## src/rtl/down_timer_pkg.sv

```systemverilog
/*
  constants for the down-counting timer with pwm output: register
  byte offsets, field positions, reset values, fixed count values.
  assumes a 32-bit ahb-lite register bus, one word per register.
*/
package down_timer_pkg;

  // ----------------------------------------------------------------
  // register byte offsets
  // ----------------------------------------------------------------
  localparam logic [7:0] CTRL_ONE_ADDR   = 8'h00; // counter_control_one
  localparam logic [7:0] CTRL_TWO_ADDR   = 8'h04; // counter_control_two
  localparam logic [7:0] COUNT_ADDR      = 8'h08; // counter_value_register
  localparam logic [7:0] DUTY_ADDR       = 8'h0C; // pwm_duty_register
  localparam logic [7:0] PSC_VALUE_ADDR  = 8'h10; // prescaler_current_value
  localparam logic [7:0] FLAG_ADDR       = 8'h14; // interrupt_flag_register
  localparam logic [7:0] IRQ_EN_ADDR     = 8'h18; // irq enables

  // ----------------------------------------------------------------
  // field positions
  // ----------------------------------------------------------------
  localparam int RUN_BIT      = 0; // counter_run_enable
  localparam int RELOAD_BIT   = 1; // reload_on_underflow_select
  localparam int ONE_SHOT_BIT = 2; // one_shot_select
  localparam int PWM_AL_BIT   = 6; // pwm_active_low_select
  localparam int PWM_EN_BIT   = 7; // pwm_output_enable
  localparam int RATIO_LSB    = 0; // prescaler_ratio_select [2:0]
  localparam int RATIO_MSB    = 2;
  localparam int PSC_EN_N_BIT = 3; // prescaler_enable_n
  localparam int EDGE_BIT     = 4; // clock_edge_select
  localparam int SRC_BIT      = 5; // clock_source_select
  localparam int UFL_BIT      = 3; // underflow_flag / its enable
  localparam int GIE_BIT      = 7; // global_irq_enable

  // ----------------------------------------------------------------
  // reset values and fixed counts
  // ----------------------------------------------------------------
  localparam logic [7:0] CTRL_ONE_RST = 8'h00;
  localparam logic [7:0] CTRL_TWO_RST = 8'h08; // prescaler bypassed
  localparam logic [7:0] BYTE_ZERO    = 8'h00;
  localparam logic [7:0] BYTE_FULL    = 8'hFF; // wrap restart value
  localparam logic [7:0] BYTE_ONE     = 8'h01;
  localparam logic [15:0] DIV_BASE    = 16'h0002; // smallest ratio 1:2
  localparam logic [15:0] DIV_ONE     = 16'h0001;
  localparam logic [1:0] HTRANS_NONSEQ = 2'b10;
  localparam logic       HRESP_OKAY    = 1'b0;

  // counter sequencing
  typedef enum logic {counting, expired} cnt_state_t;

endpackage : down_timer_pkg

```

## src/rtl/down_timer_with_pwm.sv

```systemverilog
/*
  8-bit down-counting timer with prescaler, external clock edge
  select, one-shot / continuous modes, sticky underflow flag and a
  pwm pin driver, behind an ahb-lite slave with zero wait states.
  assumes instr_tick is a one-cycle pulse on core_clk per
  instruction clock, and that the external clock pin is async.
*/
`timescale 1ns/10ps
`default_nettype none

// Function
// - 8-bit counter decrements per selected tick
// - count write loads reload and counter
// - count read returns live count
// - counter runs only while run bit set
// - source select: 1 pin, 0 instruction
// - edge select: 1 falling, 0 rising
// - prescaler enable low, ratio 1:2..1:256
// - prescaler count readable in own register
// - one-shot counts down once, then stops
// - continuous, reload bit 1: restore reload
// - continuous, reload bit 0: restart 0xFF
// - underflow sets flag bit 3
// - irq needs flag, enable and global
// - flag stays until software writes 0
// - pwm enable drives pin as output
// - polarity bit 1 means active low
// - duty zero keeps pwm inactive
// - active time equals duty in ticks
// - pin clock used when source bit 1
module down_timer_with_pwm
  import down_timer_pkg::*;
(
  // clock, reset, enable
  input  wire logic        core_clk,
  input  wire logic        reset,
  input  wire logic        clk_en,
  // ahb-lite slave
  input  wire logic        hsel,
  input  wire logic [31:0] haddr,
  input  wire logic [1:0]  htrans,
  input  wire logic        hwrite,
  input  wire logic [2:0]  hsize,
  input  wire logic [31:0] hwdata,
  input  wire logic        hready,
  output logic             hreadyout,
  output logic [31:0]      hrdata,
  output logic             hresp,
  // clock sources
  input  wire logic        instr_tick,
  input  wire logic        external_clock_pin,
  // pins and request
  output logic             pwm_pin_out,
  output logic             pwm_pin_oe,
  output logic             irq_out
);

  // ----------------------------------------------------------------
  // registers
  // ----------------------------------------------------------------
  logic [7:0]  ctrl_one_ff;   // run, reload, one-shot, pwm
  logic [7:0]  ctrl_two_ff;   // ratio, prescaler, edge, source
  logic [7:0]  count_ff;      // live down count
  logic [7:0]  reload_ff;     // stored reload value
  logic [7:0]  duty_ff;       // pwm duty
  logic [7:0]  psc_ff;        // prescaler count
  logic        flag_ff;       // sticky underflow flag
  logic        ufl_ie_ff;     // underflow_irq_enable
  logic        gie_ff;        // global_irq_enable
  cnt_state_t  state_ff;      // counting or one-shot expired
  logic        wr_pend_ff;    // write data phase pending
  logic [7:0]  wr_addr_ff;    // its address
  logic [2:0]  ext_sync_ff;   // pin synchroniser chain
  logic        ext_lvl_ff;    // agreed pin level
  logic        hreadyout_ff;
  logic [31:0] hrdata_ff;
  logic        pwm_out_ff;
  logic        pwm_oe_ff;
  logic        irq_ff;

  // ----------------------------------------------------------------
  // combinational terms
  // ----------------------------------------------------------------
  logic        addr_phase;    // request taken this edge
  logic        wr_do;         // write data applied this edge
  logic        cnt_wr;        // software writes the count
  logic        flag_clr;      // software writes 0 to the flag
  logic        ext_agree;     // second and third flops agree
  logic        ext_rise;
  logic        ext_fall;
  logic        src_tick;      // selected source event
  logic        psc_tick;      // prescaler division output
  logic        cnt_tick;      // counter decrement event
  logic        underflow;     // tick while count is zero
  logic        pwm_act;       // pwm active before polarity
  logic [7:0]  psc_mask;
  logic [7:0]  rd_byte;

  // ratio n divides by 2^(n+1): terminal count mask
  function automatic logic [7:0] ratio_mask(input logic [2:0] r);
    logic [15:0] d;
    d = (DIV_BASE << r) - DIV_ONE;
    return d[7:0];
  endfunction : ratio_mask

  assign addr_phase = hsel && htrans[1] && hready;
  assign wr_do      = wr_pend_ff;
  assign cnt_wr     = wr_do && (wr_addr_ff == COUNT_ADDR);
  assign flag_clr   = wr_do && (wr_addr_ff == FLAG_ADDR)
                      && !hwdata[UFL_BIT];

  // ----------------------------------------------------------------
  // external pin synchroniser
  // ----------------------------------------------------------------
  // three flops; a level counts only when the last two agree,
  // so a single-cycle glitch never reaches the counter
  always_ff @(posedge core_clk)
  begin
    if (reset)
      ext_sync_ff <= 3'b000;
    else if (clk_en)
      ext_sync_ff <= {ext_sync_ff[1:0], external_clock_pin};
  end

  assign ext_agree = ext_sync_ff[1] == ext_sync_ff[2];

  // agreed level, edges come from it
  always_ff @(posedge core_clk)
  begin
    if (reset)
      ext_lvl_ff <= 1'b0;
    else if (clk_en && ext_agree)
      ext_lvl_ff <= ext_sync_ff[2];
  end

  assign ext_rise = ext_agree && ext_sync_ff[2] && !ext_lvl_ff;
  assign ext_fall = ext_agree && !ext_sync_ff[2] && ext_lvl_ff;

  // ----------------------------------------------------------------
  // source select and prescaler
  // ----------------------------------------------------------------
  always_comb
  begin
    if (ctrl_two_ff[SRC_BIT])
      src_tick = ctrl_two_ff[EDGE_BIT] ? ext_fall : ext_rise;
    else
      src_tick = instr_tick;
  end

  assign psc_mask = ratio_mask(ctrl_two_ff[RATIO_MSB:RATIO_LSB]);
  assign psc_tick = src_tick && ((psc_ff & psc_mask) == psc_mask);
  // prescaler is skipped when its active-low enable is 1
  assign cnt_tick = clk_en && ctrl_one_ff[RUN_BIT]
                    && state_ff == counting
                    && (ctrl_two_ff[PSC_EN_N_BIT] ? src_tick
                                                  : psc_tick);
  assign underflow = cnt_tick && (count_ff == BYTE_ZERO);

  // prescaler counts source events while the run bit is set; it wraps at 256
  always_ff @(posedge core_clk)
  begin
    if (reset)
      psc_ff <= BYTE_ZERO;
    else if (clk_en && (wr_do && wr_addr_ff == CTRL_TWO_ADDR))
      psc_ff <= BYTE_ZERO;             // restart on new ratio
    else if (clk_en && src_tick && ctrl_one_ff[RUN_BIT])
      psc_ff <= psc_ff + BYTE_ONE;
  end

  // ----------------------------------------------------------------
  // down counter and reload
  // ----------------------------------------------------------------
  always_ff @(posedge core_clk)
  begin
    if (reset)
      count_ff <= BYTE_ZERO;
    else if (clk_en)
    begin
      if (cnt_wr)
        count_ff <= hwdata[7:0];
      else if (underflow)
      begin
        if (ctrl_one_ff[ONE_SHOT_BIT])
          count_ff <= BYTE_ZERO;
        else if (ctrl_one_ff[RELOAD_BIT])
          count_ff <= reload_ff;
        else
          count_ff <= BYTE_FULL;
      end
      else if (cnt_tick)
        count_ff <= count_ff - BYTE_ONE;
    end
  end

  // reload value changes only by a count write
  always_ff @(posedge core_clk)
  begin
    if (reset)
      reload_ff <= BYTE_ZERO;
    else if (clk_en && cnt_wr)
      reload_ff <= hwdata[7:0];
  end

  // one-shot stops after its underflow until a count write or the one-shot bit is cleared
  always_ff @(posedge core_clk)
  begin
    if (reset)
      state_ff <= counting;
    else if (clk_en)
    begin
      unique case (state_ff)
        counting:
        begin
          if (underflow && ctrl_one_ff[ONE_SHOT_BIT] && !cnt_wr)
            state_ff <= expired;
        end
        expired:
        begin
          if (cnt_wr || !ctrl_one_ff[ONE_SHOT_BIT])
            state_ff <= counting;
        end
      endcase
    end
  end

  // ----------------------------------------------------------------
  // underflow flag and interrupt request
  // ----------------------------------------------------------------
  // set wins over a clear written in the same cycle
  always_ff @(posedge core_clk)
  begin
    if (reset)
      flag_ff <= 1'b0;
    else if (clk_en)
    begin
      if (underflow)
        flag_ff <= 1'b1;
      else if (flag_clr)
        flag_ff <= 1'b0;
    end
  end

  always_ff @(posedge core_clk)
  begin
    if (reset)
      irq_ff <= 1'b0;
    else if (clk_en)
      irq_ff <= flag_ff && ufl_ie_ff && gie_ff;
  end

  // ----------------------------------------------------------------
  // pwm
  // ----------------------------------------------------------------
  // count zero is excluded so active time is exactly duty ticks
  assign pwm_act = (duty_ff != BYTE_ZERO)
                   && (count_ff != BYTE_ZERO)
                   && (count_ff <= duty_ff);

  always_ff @(posedge core_clk)
  begin
    if (reset)
    begin
      pwm_out_ff <= 1'b0;
      pwm_oe_ff  <= 1'b0;
    end
    else if (clk_en)
    begin
      pwm_out_ff <= pwm_act ^ ctrl_one_ff[PWM_AL_BIT];
      pwm_oe_ff  <= ctrl_one_ff[PWM_EN_BIT];
    end
  end

  // ----------------------------------------------------------------
  // control registers
  // ----------------------------------------------------------------
  always_ff @(posedge core_clk)
  begin
    if (reset)
    begin
      ctrl_one_ff <= CTRL_ONE_RST;
      ctrl_two_ff <= CTRL_TWO_RST;
      duty_ff     <= BYTE_ZERO;
      ufl_ie_ff   <= 1'b0;
      gie_ff      <= 1'b0;
    end
    else if (clk_en && wr_do)
    begin
      unique case (wr_addr_ff)
        CTRL_ONE_ADDR: ctrl_one_ff <= hwdata[7:0];
        CTRL_TWO_ADDR: ctrl_two_ff <= hwdata[7:0];
        DUTY_ADDR:     duty_ff     <= hwdata[7:0];
        IRQ_EN_ADDR:
        begin
          ufl_ie_ff <= hwdata[UFL_BIT];
          gie_ff    <= hwdata[GIE_BIT];
        end
        default:       ;          // unmapped writes are dropped
      endcase
    end
  end

  // ----------------------------------------------------------------
  // ahb-lite slave
  // ----------------------------------------------------------------
  // read mux from the address phase; unused control bits read back as written, other reserved bits read zero
  always_comb
  begin
    rd_byte = BYTE_ZERO;
    unique case (haddr[7:0])
      CTRL_ONE_ADDR:  rd_byte = ctrl_one_ff;
      CTRL_TWO_ADDR:  rd_byte = ctrl_two_ff;
      COUNT_ADDR:     rd_byte = count_ff;
      DUTY_ADDR:      rd_byte = duty_ff;
      PSC_VALUE_ADDR: rd_byte = psc_ff;
      FLAG_ADDR:      rd_byte[UFL_BIT] = flag_ff;
      IRQ_EN_ADDR:
      begin
        rd_byte[UFL_BIT] = ufl_ie_ff;
        rd_byte[GIE_BIT] = gie_ff;
      end
      default:        rd_byte = BYTE_ZERO;
    endcase
  end

  // zero wait states: data phase always completes at once
  always_ff @(posedge core_clk)
  begin
    if (reset)
    begin
      wr_pend_ff   <= 1'b0;
      wr_addr_ff   <= BYTE_ZERO;
      hrdata_ff    <= 32'h0000_0000;
      hreadyout_ff <= 1'b1;
    end
    else if (clk_en)
    begin
      wr_pend_ff   <= addr_phase && hwrite;
      hreadyout_ff <= 1'b1;
      if (addr_phase)
        wr_addr_ff <= haddr[7:0];
      if (addr_phase && !hwrite)
        hrdata_ff <= {24'h00_0000, rd_byte};
    end
  end

  assign hreadyout   = hreadyout_ff;
  assign hrdata      = hrdata_ff;
  assign hresp       = HRESP_OKAY;
  assign pwm_pin_out = pwm_out_ff;
  assign pwm_pin_oe  = pwm_oe_ff;
  assign irq_out     = irq_ff;
endmodule : down_timer_with_pwm

`default_nettype wire

```

## config.mk

```make
export PLATFORM = sky130hd
export DESIGN_NAME = down_timer_with_pwm
export DESIGN_NICKNAME = d
export VERILOG_FILES = /design/src/rtl/down_timer_pkg.sv /design/src/rtl/down_timer_with_pwm.sv
export SDC_FILE = /design/constraint.sdc
export NUM_CORES = 1
export LEC_CHECK = 0
export BUFFER_PORTS_ARGS = -buffer_cell sky130_fd_sc_hd__buf_4
export CELL_PAD_IN_SITES_DETAIL_PLACEMENT = 0
export CELL_PAD_IN_SITES_GLOBAL_PLACEMENT = 1
export CORE_ASPECT_RATIO = 2
export CORE_UTILIZATION = 35
export DETAILED_ROUTE_END_ITERATION = 10
export PLACE_DENSITY = 0.75
export SETUP_SLACK_MARGIN = 0.5
export SYNTH_ARGS = -nofsm -noshare
export SYNTH_HDL_FRONTEND = slang
export SYNTH_SLANG_ARGS = --single-unit
```

## constraint.sdc

```tcl
create_clock -name core_clk -period 2.3 [get_ports core_clk]
set_input_delay 0.345 -clock core_clk [delete_from_list [all_inputs] [get_ports core_clk]]
set_output_delay 0.345 -clock core_clk [all_outputs]
set_load 0.1 [all_outputs]
```

; ---- After elaboration in Yosys (flattened, before gate mapping)
; Cells that the tools add are included.
[classes]
n_bitwise = 3
reduce_logical = 52
n_mul = 0
n_eq_ne = 13
div = 0
shift = 1
magnitude_cmp = 1
muxes = 17
add_sub_neg = 3
[ops]
columns = operator, count
row1 = 8-bit by 5-bit equality test with 1-bit output (second input constant), 5
row2 = 8-bit two-way mux, 5
row3 = 8-bit by 4-bit equality test with 1-bit output (second input constant), 4
row4 = 3-bit one-hot mux with 5 select lines, 2
row5 = 1-bit logical AND, 29
row6 = 8-bit logical NOT, 3
row7 = 8-bit by 3-bit equality test with 1-bit output (second input constant), 2
row8 = 2-bit AND reduction, 8
row9 = 8-bit nonzero test, 2
row10 = 8-bit by 1-bit subtractor with 8-bit output (second input constant), 2
row11 = 8-bit by 1-bit adder with 8-bit output (second input constant), 1
row12 = 8-bit bitwise AND, 1
row13 = 8-bit equality test, 1
row14 = 8-bit <= comparator, 1
row15 = 2-bit by 3-bit left shift with 8-bit output (first input constant), 1
row16 = 1-bit two-way mux, 7
row17 = 1-bit one-hot mux with 7 select lines, 1
row18 = 1-bit logical NOT, 6
row19 = 1-bit one-hot mux with 6 select lines, 1
row20 = 3-bit nonzero test, 1
row21 = 1-bit one-hot mux with 2 select lines, 1
row22 = 2-bit nonzero test, 1
row23 = 2-bit OR reduction, 1
row24 = 1-bit equality test, 1
row25 = other kinds (3), 3
[totals]
mem_count = 0
regBits = 76
mem_bits_rw = 0
out_inout_bits = 37
romBits = 0
latch_bits = 0
inputBits = 77
word_cells = 108

; ---- Logic depth before layout (Yosys ltp)
; Gate-level depths: netlist of run 1.
[logic_depth]
word_depth = 13
ltp_mapped = 9
ltp_nobuf = 8

; ---- Worst setup path after synthesis of run 1
; No wires, ideal clock.
[synth_timing]
kind = reg2reg
from = register ctrl_two_ff[1]
to = register count_ff[5]
setup_time_ns = 0.117
arrival_time_ns = 2.286
stages_incl_launch_ff = 10
required_time_ns = 2.183
synth_period_minus_slack_ns = 2.404
setup_slack_ns = -0.104
path_buffers = 1
cell_sequence = dfxtp_1 -> buf_2 -> nor3_2 -> inv_1 -> ha_1 -> a2111oi_1 -> o31a_1 -> nor3_2 -> a31o_1 -> a32o_1
[synth_via]
elab_chain_len = 10
word_cells_on_any_way = 12
cone_classes = 1 x add/sub / 1 x eq/ne / 1 x shift / 3 x mux / 1 x bitwise / 5 x reduce/logical
[synth_rtl]
columns = item, line
row1 = start: declaration, down_timer_with_pwm.sv:62  ; logic [7:0] ctrl_two_ff;
row2 = start signal: assignment, down_timer_with_pwm.sv:290  ; CTRL_TWO_ADDR: ctrl_two_ff <= hwdata[7:0];
row3 = 2-bit by 3-bit left shift with 8-bit output (*), down_timer_with_pwm.sv:102  ; d = (DIV_BASE << r) - DIV_ONE;
row4 = 8-bit by 1-bit subtractor with 8-bit output (*), down_timer_with_pwm.sv:102
row5 = 8-bit bitwise AND, down_timer_with_pwm.sv:151  ; assign psc_tick = src_tick && ((psc_ff & psc_mask) == psc_mask);
row6 = 8-bit equality test (*), down_timer_with_pwm.sv:151
row7 = 1-bit logical AND (*), down_timer_with_pwm.sv:151
row8 = 1-bit two-way mux (*), down_timer_with_pwm.sv:155  ; && (ctrl_two_ff[PSC_EN_N_BIT] ? src_tick
row9 = 1-bit logical AND (*), down_timer_with_pwm.sv:155
row10 = 1-bit logical AND, down_timer_with_pwm.sv:157  ; assign underflow = cnt_tick && (count_ff == BYTE_ZERO);
row11 = 3-bit nonzero test (no line) or 8-bit two-way mux (tied branches), n/a
row12 = 2-bit AND reduction (no line) or 8-bit two-way mux (tied branches), n/a
row13 = end signal: assignment, down_timer_with_pwm.sv:180  ; count_ff <= hwdata[7:0];
row14 = end signal: assignment, down_timer_with_pwm.sv:186  ; count_ff <= reload_ff;
row15 = end signal: assignment, down_timer_with_pwm.sv:191  ; count_ff <= count_ff - BYTE_ONE;
row16 = end: declaration, down_timer_with_pwm.sv:63  ; logic [7:0] count_ff;
; Mark *: on every way between the ends. The rest lies on a longest branch, timed or not.
; A chain may end at the register's enable or synchronous reset.

; ---- Worst setup path in the final report of run 1
[layout_timing]
from = register ctrl_two_ff[0]
to = register count_ff[4]
; The elaborated chain is that of the path after synthesis.

==> qor.yml, run 1 <==
rsz0062_at_grt: "yes"
cts.sinks: 76
yosysUniqueCellTypes: 68
synth_area_um2: 4360
fin_nets: 666
final_layout_size_suffix_gt1_share_pct: 28.2
relSlewSlack_pct: 62.4
leakage_nw: 2.29
fp-row-count: 57
wl_um: 13100
synth_edf_count: 0
avgSynthCellArea_um2: 8.51
drtIter0Drc: 226
r2r_slack_ns: 0.06
drv_slew: 0
vdd_drop_max_v: 0.000438
die_w_um: 80.9
worstPathMaxFanout: 5
syn_inst: 512
hold_viol: 0
synth_largest_area_cell: "dfxtp_1"
core-area_um2: 12100
wire_per_inst_um: 18.0
cp-start-kind: "flip-flop"
ys_async_sr_fraction_pct: 0
holdPathStages: 3
cts_buffers: 9
antenna_cells: 0
globalRouteOverflowTotal: 0
min_from: "external_clock_pin"
worst_slew_pin_slew_ns: 0.560
ys_warn_count: 0
via_per_inst: 5.52
gp_congestion: 0.886
timing.final.crit_period_ns: 2.24
grt_pass1_vias: 3994
cts_tree: "built"
fin_skew_ns: 0.00465
hold_end: "ext_sync_ff[0]$_SDFFE_PP0P_"
die-area_um2: 12900
max_freq_mhz: 447
power_per_cell_area_nw_per_um2: 588
grt_pass1_wl_um: 20400
grtUsageTotal_pct: 21.1
fin_crit_sh_pct: 97.3
antenna_found_initial: 0
reg2reg_from: "ctrl_two_ff[0]$_SDFFE_PP0P_"
cp-end-kind: "flip-flop"
drc: 0
synth-seq-area-share_pct: 34.9
r2r_cells: 10
htree_levels: 3
r2r-end: "count_ff[4]$_SDFFE_PP0P_"
outcome: "finished, final reports clean"
num_vias: 4019
highest_layer: "met4"
cts_hold_buf: 0
dp.cells: 696
synth_ff_type: "dfxtp_1"
grt_max_degree: 47
ys_ff_latch: 76
arrival_ns: 2.47
critPathKind: "flip-flop to flip-flop"
dr.pass1.iters: 4
fin_cells: 728
die_y_um: 160
area_delta_synth_final_pct: 28.5
min_path_type: "input port to flip-flop"
clk_latency_ns: 0.34
fin_ws_ns: 0.0628
drtAntennaViolNets: 0
start_util_pct: 35.9
finalSetupViolCount: 0
wl_met1_um: 4670
synth_top_cell_area_share_pct: 34.9
ios: 114
io_buffers: 35
max_cap_violations: 0
crit_required_ns: 2.54
wl_met3_um: 378
netlist_top_cells_area: "dfxtp_1, mux2i_1, nor2_1"
cts_max_path_buffers: 2
holdWs_ns: 0.248
hpwl_um: 9660
ctsRootBufferMaster: "clkbuf_16"
clk_pin_slew_ns: 0.06
met2_length_um: 7410
pre_cts_ws_ns: -0.0206
## flip-flops by register name, indices dropped and copies added (netlist names)
register / flops
flag_ff: 1
ext_sync_ff: 3
pwm_pin_out: 1
psc_ff: 8
ctrl_one_ff: 8
ctrl_two_ff: 8
wr_addr_ff: 8
gie_ff: 1
hrdata: 8
pwm_pin_oe: 1
duty_ff: 8
ufl_ie_ff: 1
count_ff: 8
wr_do: 1
state_ff: 1
irq_out: 1
ext_lvl_ff: 1
reload_ff: 8
## cell families (layout without fill, tap and decap cells)
| family | Yosys count | in the layout | synth area share, % |
|---|---|---|---|
| simple gates | 190 | 190 | 22.6 |
| compound gates | 102 | 102 | 16.8 |
| flops | 76 | 76 | 34.9 |
| buf+inv | 76 | 121 | 8.85 |
| mux | 44 | 44 | 11.1 |
| fa+ha+maj | 13 | 13 | 3.73 |
| xor+xnor | 9 | 9 | 1.81 |
| other cells | 2 | 26 | 0.172 |
## cell type report
cell class / instances / area [µm²]
clock inverter: 4 / 70.1
sequential: 76 / 1540
multi-input combinational: 384 / 2800
tap: 147 / 184
inverter: 23 / 86.3
timing repair buffer: 82 / 649
clock buffer: 12 / 267
fill: 1192 / 6530
## cell usage after synthesis, types with 5 or more instances
cell and n:
dfxtp_1 76, ha_1 13, nand3_1 19, nor2b_1 7
buf_4 26, inv_1 23, a22o_1 5, a22oi_1 11
and3_1 6, mux2i_1 36, nand4_1 10, nor3_1 10
o211ai_1 6, nor2_1 60, xor2_1 7, o21ai_0 12
clkbuf_1 21, mux2_2 5, nand2b_1 8, nand2_1 39
a21oi_1 31, nor4_1 5
## metal layers
layer	vias up	global-route usage [%]
li1	1914	-
met1	1965	21.0
met2	99	39.3
met3	41	3.03
met4	0	12.5
met5	-	0
## timing repair
item | in CTS | in global routing
pin swaps | 10 | 13
resized for setup | 30 | 22
setup buffers | 12 | 4
setup endpoints to repair | 40 | 34
## how the worst max path moves through the flow
stage / start / to / slack, ns / depth (start not counted)
floorplan: ctrl_two_ff[2]$_SDFFE_PP0P_ / count_ff[1]$_SDFFE_PP0P_ / 0.10 / 9
global placement: ctrl_two_ff[2]$_SDFFE_PP0P_ / count_ff[5]$_SDFFE_PP0P_ / 0.003 / 8
detailed placement: ctrl_two_ff[0]$_SDFFE_PP0P_ / count_ff[0]$_SDFFE_PP0P_ / -0.02 / 8
CTS: ctrl_two_ff[0]$_SDFFE_PP0P_ / count_ff[0]$_SDFFE_PP0P_ / 0.05 / 10
global route: ctrl_two_ff[0]$_SDFFE_PP0P_ / count_ff[6]$_SDFFE_PP0P_ / -0.01 / 10
finish: ctrl_two_ff[0]$_SDFFE_PP0P_ / count_ff[4]$_SDFFE_PP0P_ / 0.06 / 10
## critical path, cell delays in order (launching register included)
cell and delay (ns):
dfxtp_4 0.35, nor3_4 0.20, inv_2 0.06, ha_4 0.27
o221ai_4 0.12, o31a_1 0.33, buf_6 0.15, o31ai_4 0.23
buf_6 0.18, a21oi_1 0.06, a31o_1 0.18
## report_power, final
group	leakage, nW	switching (mW)	internal [mW]	total, mW
Sequential	0.618	0.00788	1.32	1.33
Combinational	1.51	0.296	0.0655	0.362
Clock	0.169	0.561	1.04	1.60
## placed cells by master (no fill, tap or decap), types with 7 or more instances in the layout
cell type  instances
a21oi_1           28
a22oi_1           10
buf_4             73
buf_6              9
clkbuf_16          9
conb_1            26
dfxtp_1           67
dfxtp_2            7
ha_1              11
inv_1             22
mux2i_1           36
nand2_1           37
nand3_1           15
nand4_1           10
nor2_1            58
nor2b_1            7
nor3_1             8
o21ai_0           11
## stage by stage
stage / util [%] / instance area, µm² / setup TNS, ns / power, mW
2_1_floorplan: - / 4560 / 0 / 1.67
3_3_place_gp: 40.7 / 4930 / 0 / 1.71
3_5_place_dp: 40.7 / 4930 / -0.0403 / 1.71
4_1_cts: 45.1 / 5470 / 0 / 3.31
5_1_grt: 46.2 / 5600 / -0.0400 / 3.38
6_report: 46.2 / 5600 / 0 / 3.29
(Power assumes the default switching activity.)
==> run 2, diff against run 1 <==
- ABC_AREA: unset -> 1
- CORE_UTILIZATION: 35 -> 34
- PLACE_DENSITY: 0.75 -> 0.76
==> run 2 against run 1 <==
Against the previous run:
- non-clock buffer count down 21
- final cell count up 9.2%
- clock power is essentially flat
- die area is 0.34% lower
- core utilization down 2.7 points
- fmax grew 14%
- sequential power about the same
- sequential share of layout area grew 1.6 points
- final area down 5.8%
- synthesized cell count up 15%
- register-to-register slack improved by 0.27 ns
- global-route usage up 0.26 points
- largest cell class unchanged
- highest routed layer unchanged
==> qor.yml, run 2 <==
outcome: "finished, final reports clean"
synth-seq-area-share_pct: 36.1
synth_common_cells: "nand2_1, dfxtp_1, inv_1"
r2r_slack_ns: 0.33
antenna_found_initial: 0
arrival_ns: 2.20
syn_inst: 588
synth_ff_type: "dfxtp_1"
ctsRootBufferMaster: "clkbuf_16"
ys_warn_count: 0
cts.sinks: 76
die_w_um: 80.7
wl_um: 13000
cp-end-kind: "flip-flop"
p_switching_uw: 905
grt_pass1_vias: 3994
drv_slew: 0
tns_ns: 0
cp_slowest_cell: "dfxtp_4"
ys_async_sr_fraction_pct: 0
yosysMostFrequentCell: "nand2_1"
die-area_um2: 12900
fin_skew_ns: 0.00937
drtIter0Drc: 255
vdd_drop_max_v: 0.000478
start_util_pct: 34.8
wire_per_inst_um: 16.3
num_vias: 4072
pwr-share-seq_pct: 39.9
drtAntennaViolNets: 0
fp-row-count: 57
hold_viol: 0
grt_max_degree: 44
ios: 114
ys_ff_latch: 76
gp_congestion: 0.879
power.share.clock_pct: 48.5
layout_common_cells: "nand2_1, inv_1, dfxtp_1"
htree_levels: 3
yosysUniqueCellTypes: 44
drc: 0
synth_area_um2: 4220
area_delta_synth_final_pct: 25.0
die_y_um: 159
timing.final.crit_period_ns: 1.97
finalSetupViolCount: 0
antenna_cells: 0
grtUsageTotal_pct: 21.4
final_common_cell: "nand2_1"
globalRouteOverflowTotal: 0
leakage_nw: 2.31
synth_largest_area_cell: "dfxtp_1"
multi_input_area_um2: 2390
cts_max_path_buffers: 2
crit_required_ns: 2.53
holdWs_ns: 0.228
max_freq_mhz: 508
clk_latency_ns: 0.34
clk_pin_slew_ns: 0.06
synth_top_cell_area_share_pct: 36.1
critPathMaxStageDelay_ns: 0.36
switching_share_pct: 26.9
power_per_cell_area_nw_per_um2: 638
via_per_inst: 5.12
p_int_mw: 2.46
critPathMostFrequentCell: "nand2_2"
io_buffers: 35
cts_tree: "built"
worstPathCellList: "nor2_4 > nand2_2 > ha_4 > o21ai_2 > nor2_1 > nand3_1 > nor2_2 > nand2_2 > nand2_4 > nand3_4 > inv_4 > nand2_2 > nand3_2 > a21oi_1"
cts_buffers: 9
cp-start-kind: "flip-flop"
avgSynthCellArea_um2: 7.17
core-area_um2: 12100
final_layout_size_suffix_gt1_share_pct: 22.4
netlist_top_cells_area: "dfxtp_1, o21ai_0, nand2_1"
max_cap_violations: 0
rsz0062_at_grt: "yes"
fin_crit_sh_pct: 85.6
min_path_type: "input port to flip-flop"
hpwl_um: 9640
regArea_um2: 1530
worstPathMaxFanout: 7
grt_pass1_wl_um: 20400
dr.pass1.iters: 4
synth_edf_count: 0
critPathKind: "flip-flop to flip-flop"
fillers: 1266
p_comb_share_pct: 11.6
fin_nets: 734
run 2: changes by cell type in the layout (fill, tap and decap cells not counted), moves of 15 or more:
| cell | delta |
|---|---|
| a21oi_1 | +25 |
| buf_4 | -15 |
| inv_1 | +50 |
| mux2i_1 | -36 |
| nand2_1 | +44 |
| nor2_1 | -21 |
| o21ai_0 | +53 |
run 2: cell families (layout without fill, tap and decap cells):
family	Yosys count	after routing	synth area share, %
other cells	2	26	0.178
fa+ha+maj	13	13	3.86
simple gates	202	203	22.7
flops	76	76	36.1
buf+inv	127	162	14.3
xor+xnor	5	5	1.04
compound gates	163	163	21.8
run 2: cell type report:
cell class                      instances  share of cell area (%)
Timing Repair Buffer                   61                    9.14
Tap cell                              147                    3.49
Sequential cell                        76                    29.1
Clock buffer                            9                    4.27
Inverter                               86                    6.46
Clock inverter                          6                    2.14
Multi-Input combinational cell        410                    45.4
run 2: per-stage QoR:
| stage | cells | area, µm² | util (%) | total power, mW | setup WS, ns |
|---|---|---|---|---|---|
| after detailed placement | 764 | 4580 | 37.8 | 1.75 | 0.168 |
| final | 795 | 5270 | 43.5 | 3.36 | 0.331 |
| after floorplan | 612 | 4320 | - | 1.70 | 0.502 |
| after global placement | 764 | 4580 | 37.8 | 1.75 | 0.173 |
| after CTS | 786 | 5080 | 41.9 | 3.37 | 0.376 |
| after global routing | 795 | 5270 | 43.5 | 3.46 | 0.175 |
run 2: critical path: cells and delay by family, from the launching register on:
family,cells,cell delay [ns]
and+or+nand+nor,10,0.98
DFF,1,0.36
AOI/OAI and AO/OA,2,0.10
adders and majority gates,1,0.26
buffers and inverters,1,0.13
run 2: what timing repair did:
action / CTS / global route
pin swaps: 8 / 12
hold buffers: 0 / 0
gates resized for setup: 28 / 37
gates cloned: 1 / 1
setup buffers: 6 / 8
setup endpoints to repair: 18 / 42
run 2: final timing paths:
path                          startpoint  depth (start not counted)                     endpoint
max reg2reg  ctrl_two_ff[0]$_SDFFE_PP0P_                         14     count_ff[6]$_SDFFE_PP0P_
min reg2reg  ctrl_two_ff[7]$_SDFFE_PP0P_                          2  ctrl_two_ff[7]$_SDFFE_PP0P_
min                   external_clock_pin                          3  ext_sync_ff[0]$_SDFFE_PP0P_
max          ctrl_two_ff[0]$_SDFFE_PP0P_                         14     count_ff[6]$_SDFFE_PP0P_
run 2: routing by layer:
layer	vias to the layer above	track usage (%)	share of wire [%]
li1	2026	-	-
met1	1890	21.9	36
met2	116	38.9	56
met3	40	2.29	2.5
met4	0	14.4	5.7
met5	-	0	0
run 2: power by group through the flow:
| stage | logic [mW] | registers (mW) | clock network (mW) |
|---|---|---|---|
| floorplan | 0.309 | 1.39 | 0 |
| global placement | 0.375 | 1.37 | 0 |
| detailed placement | 0.378 | 1.37 | 0 |
| CTS | 0.381 | 1.34 | 1.65 |
| global route | 0.414 | 1.34 | 1.70 |
| finish | 0.390 | 1.34 | 1.63 |
